## src/pkg/rpw_pkg.sv

```systemverilog
package rpw_pkg;
  // ************************************************
  // timing
  // ************************************************
  localparam int CLK_NS = 4; // system clock period
  localparam int SCAN_NS = 1000; // program scan period
  localparam int SCAN_CYC = (SCAN_NS + CLK_NS - 1) / CLK_NS; // cycles per scan
  localparam int TICK_US = 10000; // timebase tick period
  localparam int TICK_SCANS = (TICK_US * 1000) / SCAN_NS; // scans per tick
  // ************************************************
  // widths and values
  // ************************************************
  localparam int SCAN_W = 8; // scan divider width
  localparam int TICK_W = 24; // tick divider width
  localparam int DUR_W = 16; // duration in ticks
  localparam int MIN_W = 11; // minute of day
  localparam int DAY_W = 3; // weekday index
  localparam int DAYS = 7; // days in mask
  localparam int NUM_CAMS = 3; // cams per weekly switch
  localparam logic [MIN_W-1:0] MIN_LAST = 11'h59F; // 23:59
  localparam logic [MIN_W-1:0] MIN_UNUSED = 11'h7FF; // no action
  localparam logic [DAY_W-1:0] DAY_SUN = 3'h6; // mon is 0
  localparam logic OUT_RST = 1'b0; // output value after reset
  // ************************************************
  // types
  // ************************************************
  typedef enum logic {RPW_PM_LEVEL = 1'b0, RPW_PM_EDGE = 1'b1} rpw_pmode_t;
  typedef enum logic {RPW_PS_IDLE = 1'b0, RPW_PS_RUN = 1'b1} rpw_pstate_t;
  // one cam: bit 0 monday .. bit 6 sunday
  typedef struct packed {
    logic [DAYS-1:0] days;
    logic [MIN_W-1:0] on_min;
    logic [MIN_W-1:0] off_min;
  } rpw_cam_t;
  // current calendar time
  typedef struct packed {
    logic [DAY_W-1:0] day;
    logic [MIN_W-1:0] min;
  } rpw_clock_t;
  // latch or toggle controls
  typedef struct packed {
    logic set;
    logic clr;
    logic ret;
  } rpw_ctl_t;
  // pulse element controls
  typedef struct packed {
    logic trig;
    logic [DUR_W-1:0] dur;
  } rpw_pulse_in_t;
  // pulse element state
  typedef struct packed {
    rpw_pstate_t ph;
    logic trig_prev;
    logic [DUR_W-1:0] elapsed_time;
  } rpw_pulse_st_t;
  // top state
  typedef struct packed {
    logic [SCAN_W-1:0] scan_cnt;
    logic [TICK_W-1:0] tick_cnt;
    logic scan;
    logic tick;
    logic latch;
    logic tog;
    logic tog_prev;
    logic week;
    logic seen;
    rpw_clock_t prev;
  } rpw_top_st_t;
endpackage

```

## src/hw/rpw_pulse.sv

```systemverilog
`timescale 1ns/1ns
module rpw_pulse #(
  parameter rpw_pkg::rpw_pmode_t MODE = rpw_pkg::RPW_PM_LEVEL
) (
  // clock and reset
  input wire logic clk_sys_i,
  input wire logic srst_i,
  // scan and timebase enables
  input wire logic scan_i,
  input wire logic tick_i,
  // trigger and duration
  input wire rpw_pkg::rpw_pulse_in_t pin_i,
  // pulse output
  output logic q_o
);
  import rpw_pkg::*;
  rpw_pulse_st_t st_q; // registered state
  rpw_pulse_st_t st_d; // next state
  logic rise; // trigger rising at this scan
  logic [DUR_W:0] nxt; // elapsed plus one, unclipped
  // ************************************************
  // next state
  // ************************************************
  always_comb begin
    st_d = st_q;
    rise = pin_i.trig & ~st_q.trig_prev;
    nxt = {1'b0, st_q.elapsed_time} + {{DUR_W{1'b0}}, 1'b1};
    if (scan_i) begin
      st_d.trig_prev = pin_i.trig;
      if (rise) begin
        // start or retrigger
        st_d.ph = RPW_PS_RUN;
        st_d.elapsed_time = '0;
      end else if (st_q.ph == RPW_PS_RUN) begin
        if (MODE == RPW_PM_LEVEL && !pin_i.trig) begin
          // released early
          st_d.ph = RPW_PS_IDLE;
        end else if (tick_i) begin
          // count one timebase tick
          st_d.elapsed_time = nxt[DUR_W-1:0];
          if (nxt >= {1'b0, pin_i.dur}) begin
            st_d.ph = RPW_PS_IDLE;
          end
        end
      end
    end
  end
  // state register; elapsed time never survives reset
  always_ff @(posedge clk_sys_i) begin
    if (srst_i) begin
      st_q <= '0;
    end else begin
      st_q <= st_d;
    end
  end
  assign q_o = (st_q.ph == RPW_PS_RUN);
  // ************************************************
  // checks
  // ************************************************
  AST_PULSE_RETRIG: assert property (@(posedge clk_sys_i) disable iff (srst_i)
    scan_i && rise |=> q_o && st_q.elapsed_time == '0)
    else $error("pulse not restarted on rising trigger");
  AST_PULSE_RELEASE: assert property (@(posedge clk_sys_i) disable iff (srst_i)
    MODE == RPW_PM_LEVEL && scan_i && q_o && !pin_i.trig |=> !q_o)
    else $error("level pulse kept high after release");
  AST_PULSE_EXPIRE: assert property (@(posedge clk_sys_i) disable iff (srst_i)
    scan_i && tick_i && q_o && pin_i.trig && !rise && nxt >= {1'b0, pin_i.dur} |=> !q_o)
    else $error("pulse kept high past duration");
endmodule

```

## src/hw/rpw_top.sv

```systemverilog
`timescale 1ns/1ns
module rpw_top #(
  // scans per timebase tick, shorten in simulation
  parameter int unsigned TICK_N = rpw_pkg::TICK_SCANS
) (
  // ************************************************
  // clock and reset
  // ************************************************
  input wire logic clk_sys_i,
  input wire logic srst_i,
  // ************************************************
  // set/clear latch
  // ************************************************
  input wire rpw_pkg::rpw_ctl_t latch_i,
  // ************************************************
  // toggle relay, set field is the trigger
  // ************************************************
  input wire rpw_pkg::rpw_ctl_t tog_i,
  // ************************************************
  // level gated and edge started pulses
  // ************************************************
  input wire rpw_pkg::rpw_pulse_in_t wipe_i,
  input wire rpw_pkg::rpw_pulse_in_t edge_i,
  // ************************************************
  // weekly switch
  // ************************************************
  input wire rpw_pkg::rpw_clock_t now_i,
  input wire rpw_pkg::rpw_cam_t [rpw_pkg::NUM_CAMS-1:0] cam_i,
  // ************************************************
  // outputs
  // ************************************************
  output logic set_clear_latch_o,
  output logic toggle_o,
  output logic wipe_o,
  output logic edge_o,
  output logic week_o,
  output logic scan_o
);
  import rpw_pkg::*;

  // ************************************************
  // declarations
  // ************************************************
  rpw_top_st_t st_q; // registered state
  rpw_top_st_t st_d; // next state
  logic [NUM_CAMS-1:0] on_hit; // cam asks for on now
  logic [NUM_CAMS-1:0] off_hit; // cam asks for off now
  logic day_ok; // weekday index in range
  logic moved; // calendar time changed
  logic tog_rise; // toggle trigger rising
  logic week_act; // weekly switch acts this scan

  // ************************************************
  // cam decode, one copy per cam
  // ************************************************
  // weekday above sunday selects nothing
  assign day_ok = (now_i.day <= DAY_SUN);

  // calendar time differs from the last scan
  assign moved = (now_i != st_q.prev);

  // act only when the minute is newly reached
  assign week_act = st_q.scan && st_q.seen && moved;

  generate
    for (genvar c = 0; c < NUM_CAMS; c++) begin : g_cam
      // on time reached on a selected day
      assign on_hit[c] = day_ok
        && cam_i[c].days[now_i.day]
        && cam_i[c].on_min <= MIN_LAST
        && cam_i[c].on_min == now_i.min;
      // off time reached on a selected day
      assign off_hit[c] = day_ok
        && cam_i[c].days[now_i.day]
        && cam_i[c].off_min <= MIN_LAST
        && cam_i[c].off_min == now_i.min;
    end
  endgenerate

  // toggle trigger edge, sampled per scan
  assign tog_rise = tog_i.set && !st_q.tog_prev;

  // ************************************************
  // next state
  // ************************************************
  always_comb begin
    st_d = st_q;
    // enables are one cycle pulses
    st_d.scan = 1'b0;
    st_d.tick = 1'b0;

    // scan divider
    if (st_q.scan_cnt == SCAN_W'(SCAN_CYC - 1)) begin
      st_d.scan_cnt = '0;
      st_d.scan = 1'b1;
      // timebase tick lands on a scan
      if (st_q.tick_cnt >= TICK_W'(TICK_N - 1)) begin
        st_d.tick_cnt = '0;
        st_d.tick = 1'b1;
      end else begin
        st_d.tick_cnt = st_q.tick_cnt + 1'b1;
      end
    end else begin
      st_d.scan_cnt = st_q.scan_cnt + 1'b1;
    end

    // elements evaluate once per scan
    if (st_q.scan) begin
      // latch: clear wins over set
      if (latch_i.clr) begin
        st_d.latch = 1'b0;
      end else if (latch_i.set) begin
        st_d.latch = 1'b1;
      end else begin
        st_d.latch = st_q.latch;
      end

      // toggle relay
      st_d.tog_prev = tog_i.set;
      if (tog_i.clr) begin
        st_d.tog = 1'b0;
      end else if (tog_rise) begin
        st_d.tog = ~st_q.tog;
      end

      // first scan after reset only learns the time
      st_d.seen = 1'b1;
      st_d.prev = now_i;
    end

    // weekly switch, later cams applied last so they win
    if (week_act) begin
      for (int c = 0; c < NUM_CAMS; c++) begin
        if (on_hit[c]) begin
          st_d.week = 1'b1;
        end
        if (off_hit[c]) begin
          st_d.week = 1'b0;
        end
      end
    end
  end

  // ************************************************
  // state register
  // ************************************************
  // reset stands for power return; retained elements keep state
  always_ff @(posedge clk_sys_i) begin
    if (srst_i) begin
      st_q <= '0;
      st_q.latch <= latch_i.ret ? st_q.latch : OUT_RST;
      st_q.tog <= tog_i.ret ? st_q.tog : OUT_RST;
      st_q.tog_prev <= tog_i.ret ? st_q.tog_prev : OUT_RST;
    end else begin
      st_q <= st_d;
    end
  end

  // ************************************************
  // pulse elements
  // ************************************************
  // level gated pulse
  rpw_pulse #(
    .MODE(RPW_PM_LEVEL)
  ) u_wipe (
    .clk_sys_i(clk_sys_i),
    .srst_i(srst_i),
    .scan_i(st_q.scan),
    .tick_i(st_q.tick),
    .pin_i(wipe_i),
    .q_o(wipe_o)
  );

  // edge started, retriggerable pulse
  rpw_pulse #(
    .MODE(RPW_PM_EDGE)
  ) u_edge (
    .clk_sys_i(clk_sys_i),
    .srst_i(srst_i),
    .scan_i(st_q.scan),
    .tick_i(st_q.tick),
    .pin_i(edge_i),
    .q_o(edge_o)
  );

  // ************************************************
  // outputs
  // ************************************************
  // all straight from state flops
  assign set_clear_latch_o = st_q.latch;
  assign toggle_o = st_q.tog;
  assign week_o = st_q.week;
  assign scan_o = st_q.scan;

  // ************************************************
  // checks
  // ************************************************
  // set alone raises the latch
  AST_LATCH_SET: assert property (@(posedge clk_sys_i) disable iff (srst_i)
    st_q.scan && latch_i.set && !latch_i.clr |=> set_clear_latch_o)
    else $error("latch not set");

  // clear beats set
  AST_LATCH_CLR: assert property (@(posedge clk_sys_i) disable iff (srst_i)
    st_q.scan && latch_i.clr |=> !set_clear_latch_o)
    else $error("latch not cleared");

  // idle inputs hold the latch
  AST_LATCH_HOLD: assert property (@(posedge clk_sys_i) disable iff (srst_i)
    st_q.scan && !latch_i.set && !latch_i.clr |=> $stable(set_clear_latch_o))
    else $error("latch changed with idle inputs");

  // retained latch survives reset
  AST_LATCH_RET: assert property (@(posedge clk_sys_i)
    srst_i && latch_i.ret |=> set_clear_latch_o == $past(set_clear_latch_o))
    else $error("retained latch lost");

  // rising trigger flips toggle
  AST_TOG_FLIP: assert property (@(posedge clk_sys_i) disable iff (srst_i)
    st_q.scan && tog_rise && !tog_i.clr |=> toggle_o != $past(toggle_o))
    else $error("toggle did not flip");

  // no edge, no change
  AST_TOG_STEADY: assert property (@(posedge clk_sys_i) disable iff (srst_i)
    st_q.scan && !tog_rise && !tog_i.clr |=> $stable(toggle_o))
    else $error("toggle changed without rising edge");

  // reset input clears toggle
  AST_TOG_CLR: assert property (@(posedge clk_sys_i) disable iff (srst_i)
    st_q.scan && tog_i.clr |=> !toggle_o)
    else $error("toggle not cleared");

  // unretained toggle powers up low
  AST_TOG_PWR: assert property (@(posedge clk_sys_i)
    srst_i && !tog_i.ret |=> !toggle_o)
    else $error("toggle not zero after power return");

  // highest cam with a hit decides
  AST_WEEK_PRIO: assert property (@(posedge clk_sys_i) disable iff (srst_i)
    week_act && (on_hit[2] || off_hit[2]) |=> week_o == !$past(off_hit[2]))
    else $error("cam 3 did not win");

  // no hits, weekly output holds
  AST_WEEK_HOLD: assert property (@(posedge clk_sys_i) disable iff (srst_i)
    on_hit == '0 && off_hit == '0 |=> $stable(week_o))
    else $error("weekly output moved with no cam hit");

  // no scan in the four cycles after a scan
  AST_SCAN_GAP: assert property (@(posedge clk_sys_i) disable iff (srst_i)
    st_q.scan |=> !st_q.scan [*4])
    else $error("scan enable too frequent");

  // ************************************************
  // checks on power return, priority, scan timing, pulses and weekly switch
  // ************************************************
  // non-retained latch powers up low
  AST_LATCH_PWR: assert property (@(posedge clk_sys_i)
    srst_i && !latch_i.ret |=> !set_clear_latch_o)
    else $error("latch not zero after power return");

  // retained toggle survives reset
  AST_TOG_RET: assert property (@(posedge clk_sys_i)
    srst_i && tog_i.ret |=> toggle_o == $past(toggle_o))
    else $error("retained toggle lost");

  // reset leaves the unretained outputs low
  AST_OUT_RST: assert property (@(posedge clk_sys_i)
    srst_i |=> !week_o && !scan_o && !wipe_o && !edge_o)
    else $error("output high after reset");

  // both latch inputs high still clears
  AST_LATCH_BOTH: assert property (@(posedge clk_sys_i) disable iff (srst_i)
    st_q.scan && latch_i.set && latch_i.clr |=> !set_clear_latch_o)
    else $error("set beat clear");

  // toggle reset beats a rising trigger
  AST_TOG_CLR_EDGE: assert property (@(posedge clk_sys_i) disable iff (srst_i)
    st_q.scan && tog_i.clr && tog_rise |=> !toggle_o)
    else $error("toggle flipped while reset high");

  // latch moves only on a scan
  AST_LATCH_IDLE: assert property (@(posedge clk_sys_i) disable iff (srst_i)
    !st_q.scan |=> $stable(set_clear_latch_o))
    else $error("latch moved between scans");

  // toggle moves only on a scan
  AST_TOG_IDLE: assert property (@(posedge clk_sys_i) disable iff (srst_i)
    !st_q.scan |=> $stable(toggle_o))
    else $error("toggle moved between scans");

  // level pulse moves only on a scan
  AST_WIPE_IDLE: assert property (@(posedge clk_sys_i) disable iff (srst_i)
    !st_q.scan |=> $stable(wipe_o))
    else $error("level pulse moved between scans");

  // edge pulse moves only on a scan
  AST_EDGE_IDLE: assert property (@(posedge clk_sys_i) disable iff (srst_i)
    !st_q.scan |=> $stable(edge_o))
    else $error("edge pulse moved between scans");

  // timebase ticks only land on scans
  AST_TICK_SCAN: assert property (@(posedge clk_sys_i) disable iff (srst_i)
    st_q.tick |-> st_q.scan)
    else $error("tick outside a scan");

  // no tick in the four cycles after a tick
  AST_TICK_GAP: assert property (@(posedge clk_sys_i) disable iff (srst_i)
    st_q.tick |=> !st_q.tick [*4])
    else $error("tick enable too frequent");

  // trigger low at a scan ends the level pulse
  AST_WIPE_LOW: assert property (@(posedge clk_sys_i) disable iff (srst_i)
    st_q.scan && !wipe_i.trig |=> !wipe_o)
    else $error("level pulse high with trigger low");

  // held trigger and no tick keep the level pulse up
  AST_WIPE_HOLD: assert property (@(posedge clk_sys_i) disable iff (srst_i)
    st_q.scan && wipe_o && wipe_i.trig && !st_q.tick |=> wipe_o)
    else $error("level pulse dropped early");

  // edge pulse ignores trigger level until time runs out
  AST_EDGE_HOLD: assert property (@(posedge clk_sys_i) disable iff (srst_i)
    st_q.scan && edge_o && !st_q.tick |=> edge_o)
    else $error("edge pulse dropped early");

  // on hit with no off hit sets the weekly output
  AST_WEEK_ON: assert property (@(posedge clk_sys_i) disable iff (srst_i)
    week_act && on_hit != '0 && off_hit == '0 |=> week_o)
    else $error("weekly output not set");

  // off hit with no on hit clears the weekly output
  AST_WEEK_OFF: assert property (@(posedge clk_sys_i) disable iff (srst_i)
    week_act && off_hit != '0 && on_hit == '0 |=> !week_o)
    else $error("weekly output not cleared");

  // with cam 3 silent, cam 2 decides over cam 1
  AST_WEEK_CAM2: assert property (@(posedge clk_sys_i) disable iff (srst_i)
    week_act && !on_hit[2] && !off_hit[2] && (on_hit[1] || off_hit[1])
    |=> week_o == !$past(off_hit[1]))
    else $error("cam 2 did not win");

  // weekly output only moves when a minute is newly reached
  AST_WEEK_IDLE: assert property (@(posedge clk_sys_i) disable iff (srst_i)
    !week_act |=> $stable(week_o))
    else $error("weekly output moved without a new minute");

  // first scan after reset only learns the time
  AST_WEEK_FIRST: assert property (@(posedge clk_sys_i) disable iff (srst_i)
    st_q.scan && !st_q.seen |=> $stable(week_o))
    else $error("weekly output moved on first scan");
endmodule

```

## config.mk

```make
export PLATFORM = sky130hd
export DESIGN_NAME = rpw_top
export DESIGN_NICKNAME = d
export VERILOG_FILES = /design/src/pkg/rpw_pkg.sv /design/src/hw/rpw_pulse.sv /design/src/hw/rpw_top.sv
export SDC_FILE = /design/constraint.sdc
export NUM_CORES = 1
export LEC_CHECK = 0
export BUFFER_PORTS_ARGS = -buffer_cell sky130_fd_sc_hd__buf_2
export CORE_MARGIN = 8
export CORE_UTILIZATION = 40
export DETAILED_ROUTE_END_ITERATION = 8
export SYNTH_ARGS = -nofsm -noshare
export SYNTH_HDL_FRONTEND = slang
export SYNTH_SLANG_ARGS = --single-unit
```

## constraint.sdc

```tcl
create_clock -name clk_sys_i -period 5 [get_ports clk_sys_i]
set_input_delay 0.75 -clock clk_sys_i [delete_from_list [all_inputs] [get_ports clk_sys_i]]
set_output_delay 0.75 -clock clk_sys_i [all_outputs]
set_load 0.02 [all_outputs]
```

Word-level counts from Yosys, hierarchy flattened
Index checks and enable logic that the tools add are counted.
{"block": "totals", "reg_bits": 89, "elab_cells": 125, "out_inout_bits": 6, "input_bits": 143}
{"block": "op_classes", "bitwise": 6, "order_cmp": 11, "n_mux": 41, "n_reduce_logical": 36, "n_eq_ne": 10, "addsub": 4}
{"cell": "$mux 16", "count": 7}
{"cell": "$eq 11x11->1", "count": 6}
{"cell": "$le 11x11->1 const B", "count": 6}
{"cell": "$add 16x1->17 const B", "count": 2}
{"cell": "$ge 17x16->1", "count": 2}
{"cell": "$mux 1", "count": 26}
{"cell": "$add 24x1->24 const B", "count": 1}
{"cell": "$ge 24x14->1 const B", "count": 1}
{"cell": "$mux 24", "count": 1}
{"cell": "$mux 19", "count": 1}
{"cell": "$logic_and 1x1->1", "count": 18}
{"cell": "$mux 15", "count": 1}
{"cell": "$ne 14x14->1", "count": 1}
{"cell": "$reduce_bool 2->1", "count": 6}
{"cell": "$bmux 1 s3", "count": 3}
{"cell": "$reduce_and 3->1", "count": 3}
{"cell": "$add 8x1->8 const B", "count": 1}
{"cell": "$eq 8x8->1 const B", "count": 1}
{"cell": "$reduce_bool 3->1", "count": 2}
{"cell": "$reduce_bool 6->1", "count": 1}
{"cell": "$lt 3x4->1 const B", "count": 1}
{"cell": "$ne 2x2->1 const B", "count": 2}
{"cell": "$not 1->1", "count": 4}
{"cell": "$reduce_and 2->1", "count": 2}
{"cell": "other kinds (7)", "count": 9}

Logic depth before layout (Yosys ltp)
{"block": "depth", "word_depth": 13, "ltp_mapped": 14, "depth_no_buf": 13}

Cells and area by module
From an unflattened synthesis, not the netlist that was laid out.
{"block": "hier_totals", "cells_unflattened": 776, "hier_area_um2": 6328.6}
{"module": "rpw_top", "n_inst": 1, "seq_area_each_um2": 1091.0, "cells_per_inst": 399, "area_each_um2": 3403.3}
{"module": "rpw_pulse at u_wipe", "n_inst": 1, "seq_area_each_um2": 360.3, "cells_per_inst": 194, "area_each_um2": 1525.2}
{"module": "rpw_pulse at u_edge", "n_inst": 1, "seq_area_each_um2": 360.3, "cells_per_inst": 183, "area_each_um2": 1400.1}

Worst setup path after synthesis
No wires, ideal clock.
{"block": "synth_timing", "kind": "register to register", "startpoint": "register u_edge.st_q[0] (netlist bit)", "endpoint": "register u_edge.st_q (netlist bit u_edge.q_o)", "setup_time_ps": 87, "t_arrival_ps": 2736, "n_path_buf": 0, "period_less_slack_ps": 2823, "stages_incl_launch_ff": 14, "path_slack_ps": 2177, "t_required_ps": 4913, "path_cell_list": "dfxtp_1 ha_1 nand2_1 nor4_2 and3_1 nand3_1 xnor2_1 ha_1 nand2_1 nor2_1 and4_1 a311o_1 o31a_1 o31ai_1"}
{"block": "synth_via", "elab_chain_cells": 6}
{"element": "start: declaration", "line": "rpw_pulse.sv:17", "source": "rpw_pulse_st_t st_q;"}
{"element": "start signal: assignment", "line": "rpw_pulse.sv:53", "source": "st_q <= st_d;"}
{"element": "$add 16x1->17", "line": "rpw_pulse.sv:27", "source": "nxt = {1'b0, st_q.elapsed_time} + {{DUR_W{1'b0}}, 1'b1};"}
{"element": "$ge 17x16->1", "line": "rpw_pulse.sv:41", "source": "if (nxt >= {1'b0, pin_i.dur}) begin"}
{"element": "$mux 1", "line": "rpw_pulse.sv:41"}
{"element": "$mux 1", "line": "rpw_pulse.sv:38", "source": "end else if (tick_i) begin"}
{"element": "$mux 1", "line": "rpw_pulse.sv:34", "source": "end else if (st_q.ph == RPW_PS_RUN) begin"}
{"element": "$mux 1", "line": "rpw_pulse.sv:30", "source": "if (rise) begin"}
No other way between the ends.
A chain may end at the register's enable or synchronous reset.

Worst setup path after layout
Ends and elaborated chain as after synthesis.

==> flow_summary.toml <==
[job]
drv_cap = 0

[synthesis]
ys_dominant_reg_cell = "dfxtp_1"
ys_seq_area_share_pct = 28.88
synth_cell_type_count = 63
async_flop_share_pct = 0
syn_area_per_cell_sq_um = 8.169
syn_nets = 948
ys_ff_latch = 89
syn_area_sq_um = 6274
yosys_warnings = 0
syn_inst = 768
synth_edf_count = 3

[timing]
hold_viol = 0
rsz0062_at_grt = "no"
fin_crit_ns = 3.148
min_period_over_period_pct = 62.96
tightest_slew_ns = 0.9916
slew_violations = 0
setup_viol = 0
max_slew_margin_pct = 33.70
clock.fmax_mhz = 317.7
skew_ns = 0.003530
setup_tns_ns = 0

[power]
power_density_nw_per_um2 = 229.9
p_leak_uw = 0.003220
ir_drop_mv = 0.2673

[detailed_routing]
wl_met2_um = 8105
wl_met1_um = 7386
routed_via_density = 5.140
drc = 0
wire_per_inst_um = 14.90
drt_iter0_drc = 349
ant_nets = 0
dr_wl_met3_um = 822
first_pass_iters = 4
top_layer_used = "met4"
num_vias = 5695
wl_um = 16510

[floorplan]
io_pins = 149
num_rows = 45
die_w_um = 141.2
floorplan.die.height_um = 141.2
core_area_sq_um = 15260
die_area_sq_um = 19950
initial_core_util_pct = 41.12

[clocking]
hold_buffers = 0
cts-resized-gates = 0
clock_sinks = 89
h-tree-depth = 3
cts_setup_buffers = 0
cts_tree = "yes"
clock-root-buffer = "clkbuf_16"
clk-insertion-delay-late_ns = 0.34
clk_pin_slew_worst_paths_ns = 0.06
numCtsBuffers = 9
clockBufferDepth = 2

[global_routing]
antenna_found_initial = 1
grt_pass1_wl_um = 26760
grt_pass1_vias = 5513
grt_max_degree = 35
grt.overflow.total = 0
grtUsageTotal_pct = 16.40

[cells_and_area]
drive_above_1_share_pct = 21.21
fin_cells = 1108
fin_nets = 1071
syn_to_final_growth_pct = 19.21

[placement]
io_buffers = 148
gp_routability_congestion = 0.8157
dp_hpwl_um = 12660
dp.cells = 1091

[worst_setup_path]
worstSetupStartpointType = "register"
crit_end = "u_edge.q_o$_SDFFE_PP0P_"
arrival_ns = 3.40
worstPathMaxFanout = 6
required_ns = 5.25
crit_start = "u_edge.st_q[0]$_SDFFE_PP0P_"
crit_type = "reg -> reg"
r2r_slack_ns = 1.85
end_kind = "register"
r2r-end = "u_edge.q_o$_SDFFE_PP0P_"
r2r_cells = 13
reg2reg_from = "u_edge.st_q[0]$_SDFFE_PP0P_"

[hold_path]
min_path_type = "reg -> reg"

[status]
status = "completed"
## Yosys cell counts (all sizes together) (2+ instances only)
master   number  area share [%]
a2111oi       5            0.90
a211oi        4            0.56
a21o         12             1.4
a21oi        40             3.2
a22oi         9             1.1
a31oi         9            0.90
a32o          4            0.64
and2          5            0.50
and3         10             1.0
buf          11            0.98
clkbuf       27             1.6
dfxtp        86              27
edfxtp        3             1.4
ha           37             7.4
inv          43             2.6
mux2          4            0.72
mux2i        22             3.5
mux4          3             1.1
nand2        43             2.6
nand2b        9            0.94
nand3        36             3.1
nand3b        5            0.60
nand4        20             2.0
nor2         98             5.9
nor2b         7            0.70
nor3         12            0.96
nor4         21             3.0
nor4bb        2            0.32
o211ai        7            0.84
o21ai        30             2.4
o22ai         2            0.20
o31a          2            0.28
o31ai         2            0.24
or2           3            0.30
or3           9            0.90
xnor2        67             9.4
xor2         45             6.3
## cell type report
class                           count  area (sq um)
Multi-Input combinational cell    598          4138
Fill cell                        1524          7780
Sequential cell                    89          1812
Clock buffer                       11         242.7
Clock inverter                      5         102.6
Antenna cell                        1         2.502
Tap cell                          211         264.0
Inverter                           43         161.4
Timing Repair Buffer              150         755.7
## worst max-delay path, cell delays in order, from the launching register on
cell	delay, ns
dfxtp_1	0.42
ha_1	0.24
nand2_1	0.12
nor4_2	0.47
and3_1	0.27
nand3_1	0.10
xnor2_1	0.20
ha_1	0.27
nand2_1	0.07
nor2_1	0.06
and4_1	0.18
a311o_1	0.33
o31a_1	0.24
o31ai_1	0.07
## report_power, final
group	total (uW)	switching, uW	leakage [uW]	internal [uW]
Combinational	219	114	0.00233	105
Sequential	726	6.80	0.000722	720
Clock	774	273	0.000166	501
## kinds of logic after synthesis
group / synth area share [%]
AND/OR/NAND/NOR: 22.98
buffers and inverters: 5.166
multiplexers: 5.305
flip-flops: 28.88
AO/OA/AOI/OAI: 14.66
adder cells (fa/ha/maj): 7.379
XOR/XNOR: 15.64
## cell usage in the layout, fill, tap and decap left out, types with 33 or more instances in the layout
cell,count
xor2_1,45
nand2_1,43
nand3_1,33
xnor2_1,67
dfxtp_1,86
buf_2,148
inv_1,43
a21oi_1,40
ha_1,37
nor2_1,98
## through the flow
stage | setup WS (ns) | hold WS [ns] | util [%] | cell area, sq um | power, uW
2_1_floorplan | 2.177 | 0.4337 | - | 6274 | 866.7
3_3_place_gp | 1.953 | 0.4520 | 46.73 | 7131 | 961.4
3_5_place_dp | 1.893 | 0.4616 | 46.73 | 7131 | 962.2
4_1_cts | 1.861 | 0.4766 | 49.00 | 7476 | 1748
5_1_grt | 1.495 | 0.5013 | 49.01 | 7478 | 1796
6_report | 1.852 | 0.4719 | 49.01 | 7478 | 1719
## flip-flops by register name (all words and copies together), names as in the netlist
register and flops:
scan_o 1, u_edge.st_q 17, set_clear_latch_o 1, st_q 49, toggle_o 1, u_wipe.st_q 17
u_wipe.q_o 1, week_o 1, u_edge.q_o 1
## worst min-delay path by stage
stage / from / cells past startpoint / slack, ns / endpoint
2_1_floorplan: st_q[45]$_SDFF_PP0_ / 1 / 0.43 / st_q[45]$_SDFF_PP0_
3_3_place_gp: st_q[45]$_SDFF_PP0_ / 1 / 0.45 / st_q[45]$_SDFF_PP0_
3_5_place_dp: st_q[45]$_SDFF_PP0_ / 1 / 0.46 / st_q[45]$_SDFF_PP0_
4_1_cts: st_q[45]$_SDFF_PP0_ / 1 / 0.48 / st_q[45]$_SDFF_PP0_
5_1_grt: st_q[45]$_SDFF_PP0_ / 1 / 0.50 / st_q[45]$_SDFF_PP0_
6_report: st_q[45]$_SDFF_PP0_ / 1 / 0.47 / st_q[45]$_SDFF_PP0_
## metal layers
metal | vias up | GRT usage (%)
met3 | 12 | 3.747
met1 | 2617 | 19.71
met2 | 124 | 28.77
met4 | 0 | 4.299
met5 | - | 0
li1 | 2942 | -
Note: power is estimated with default switching activity, not from simulation.
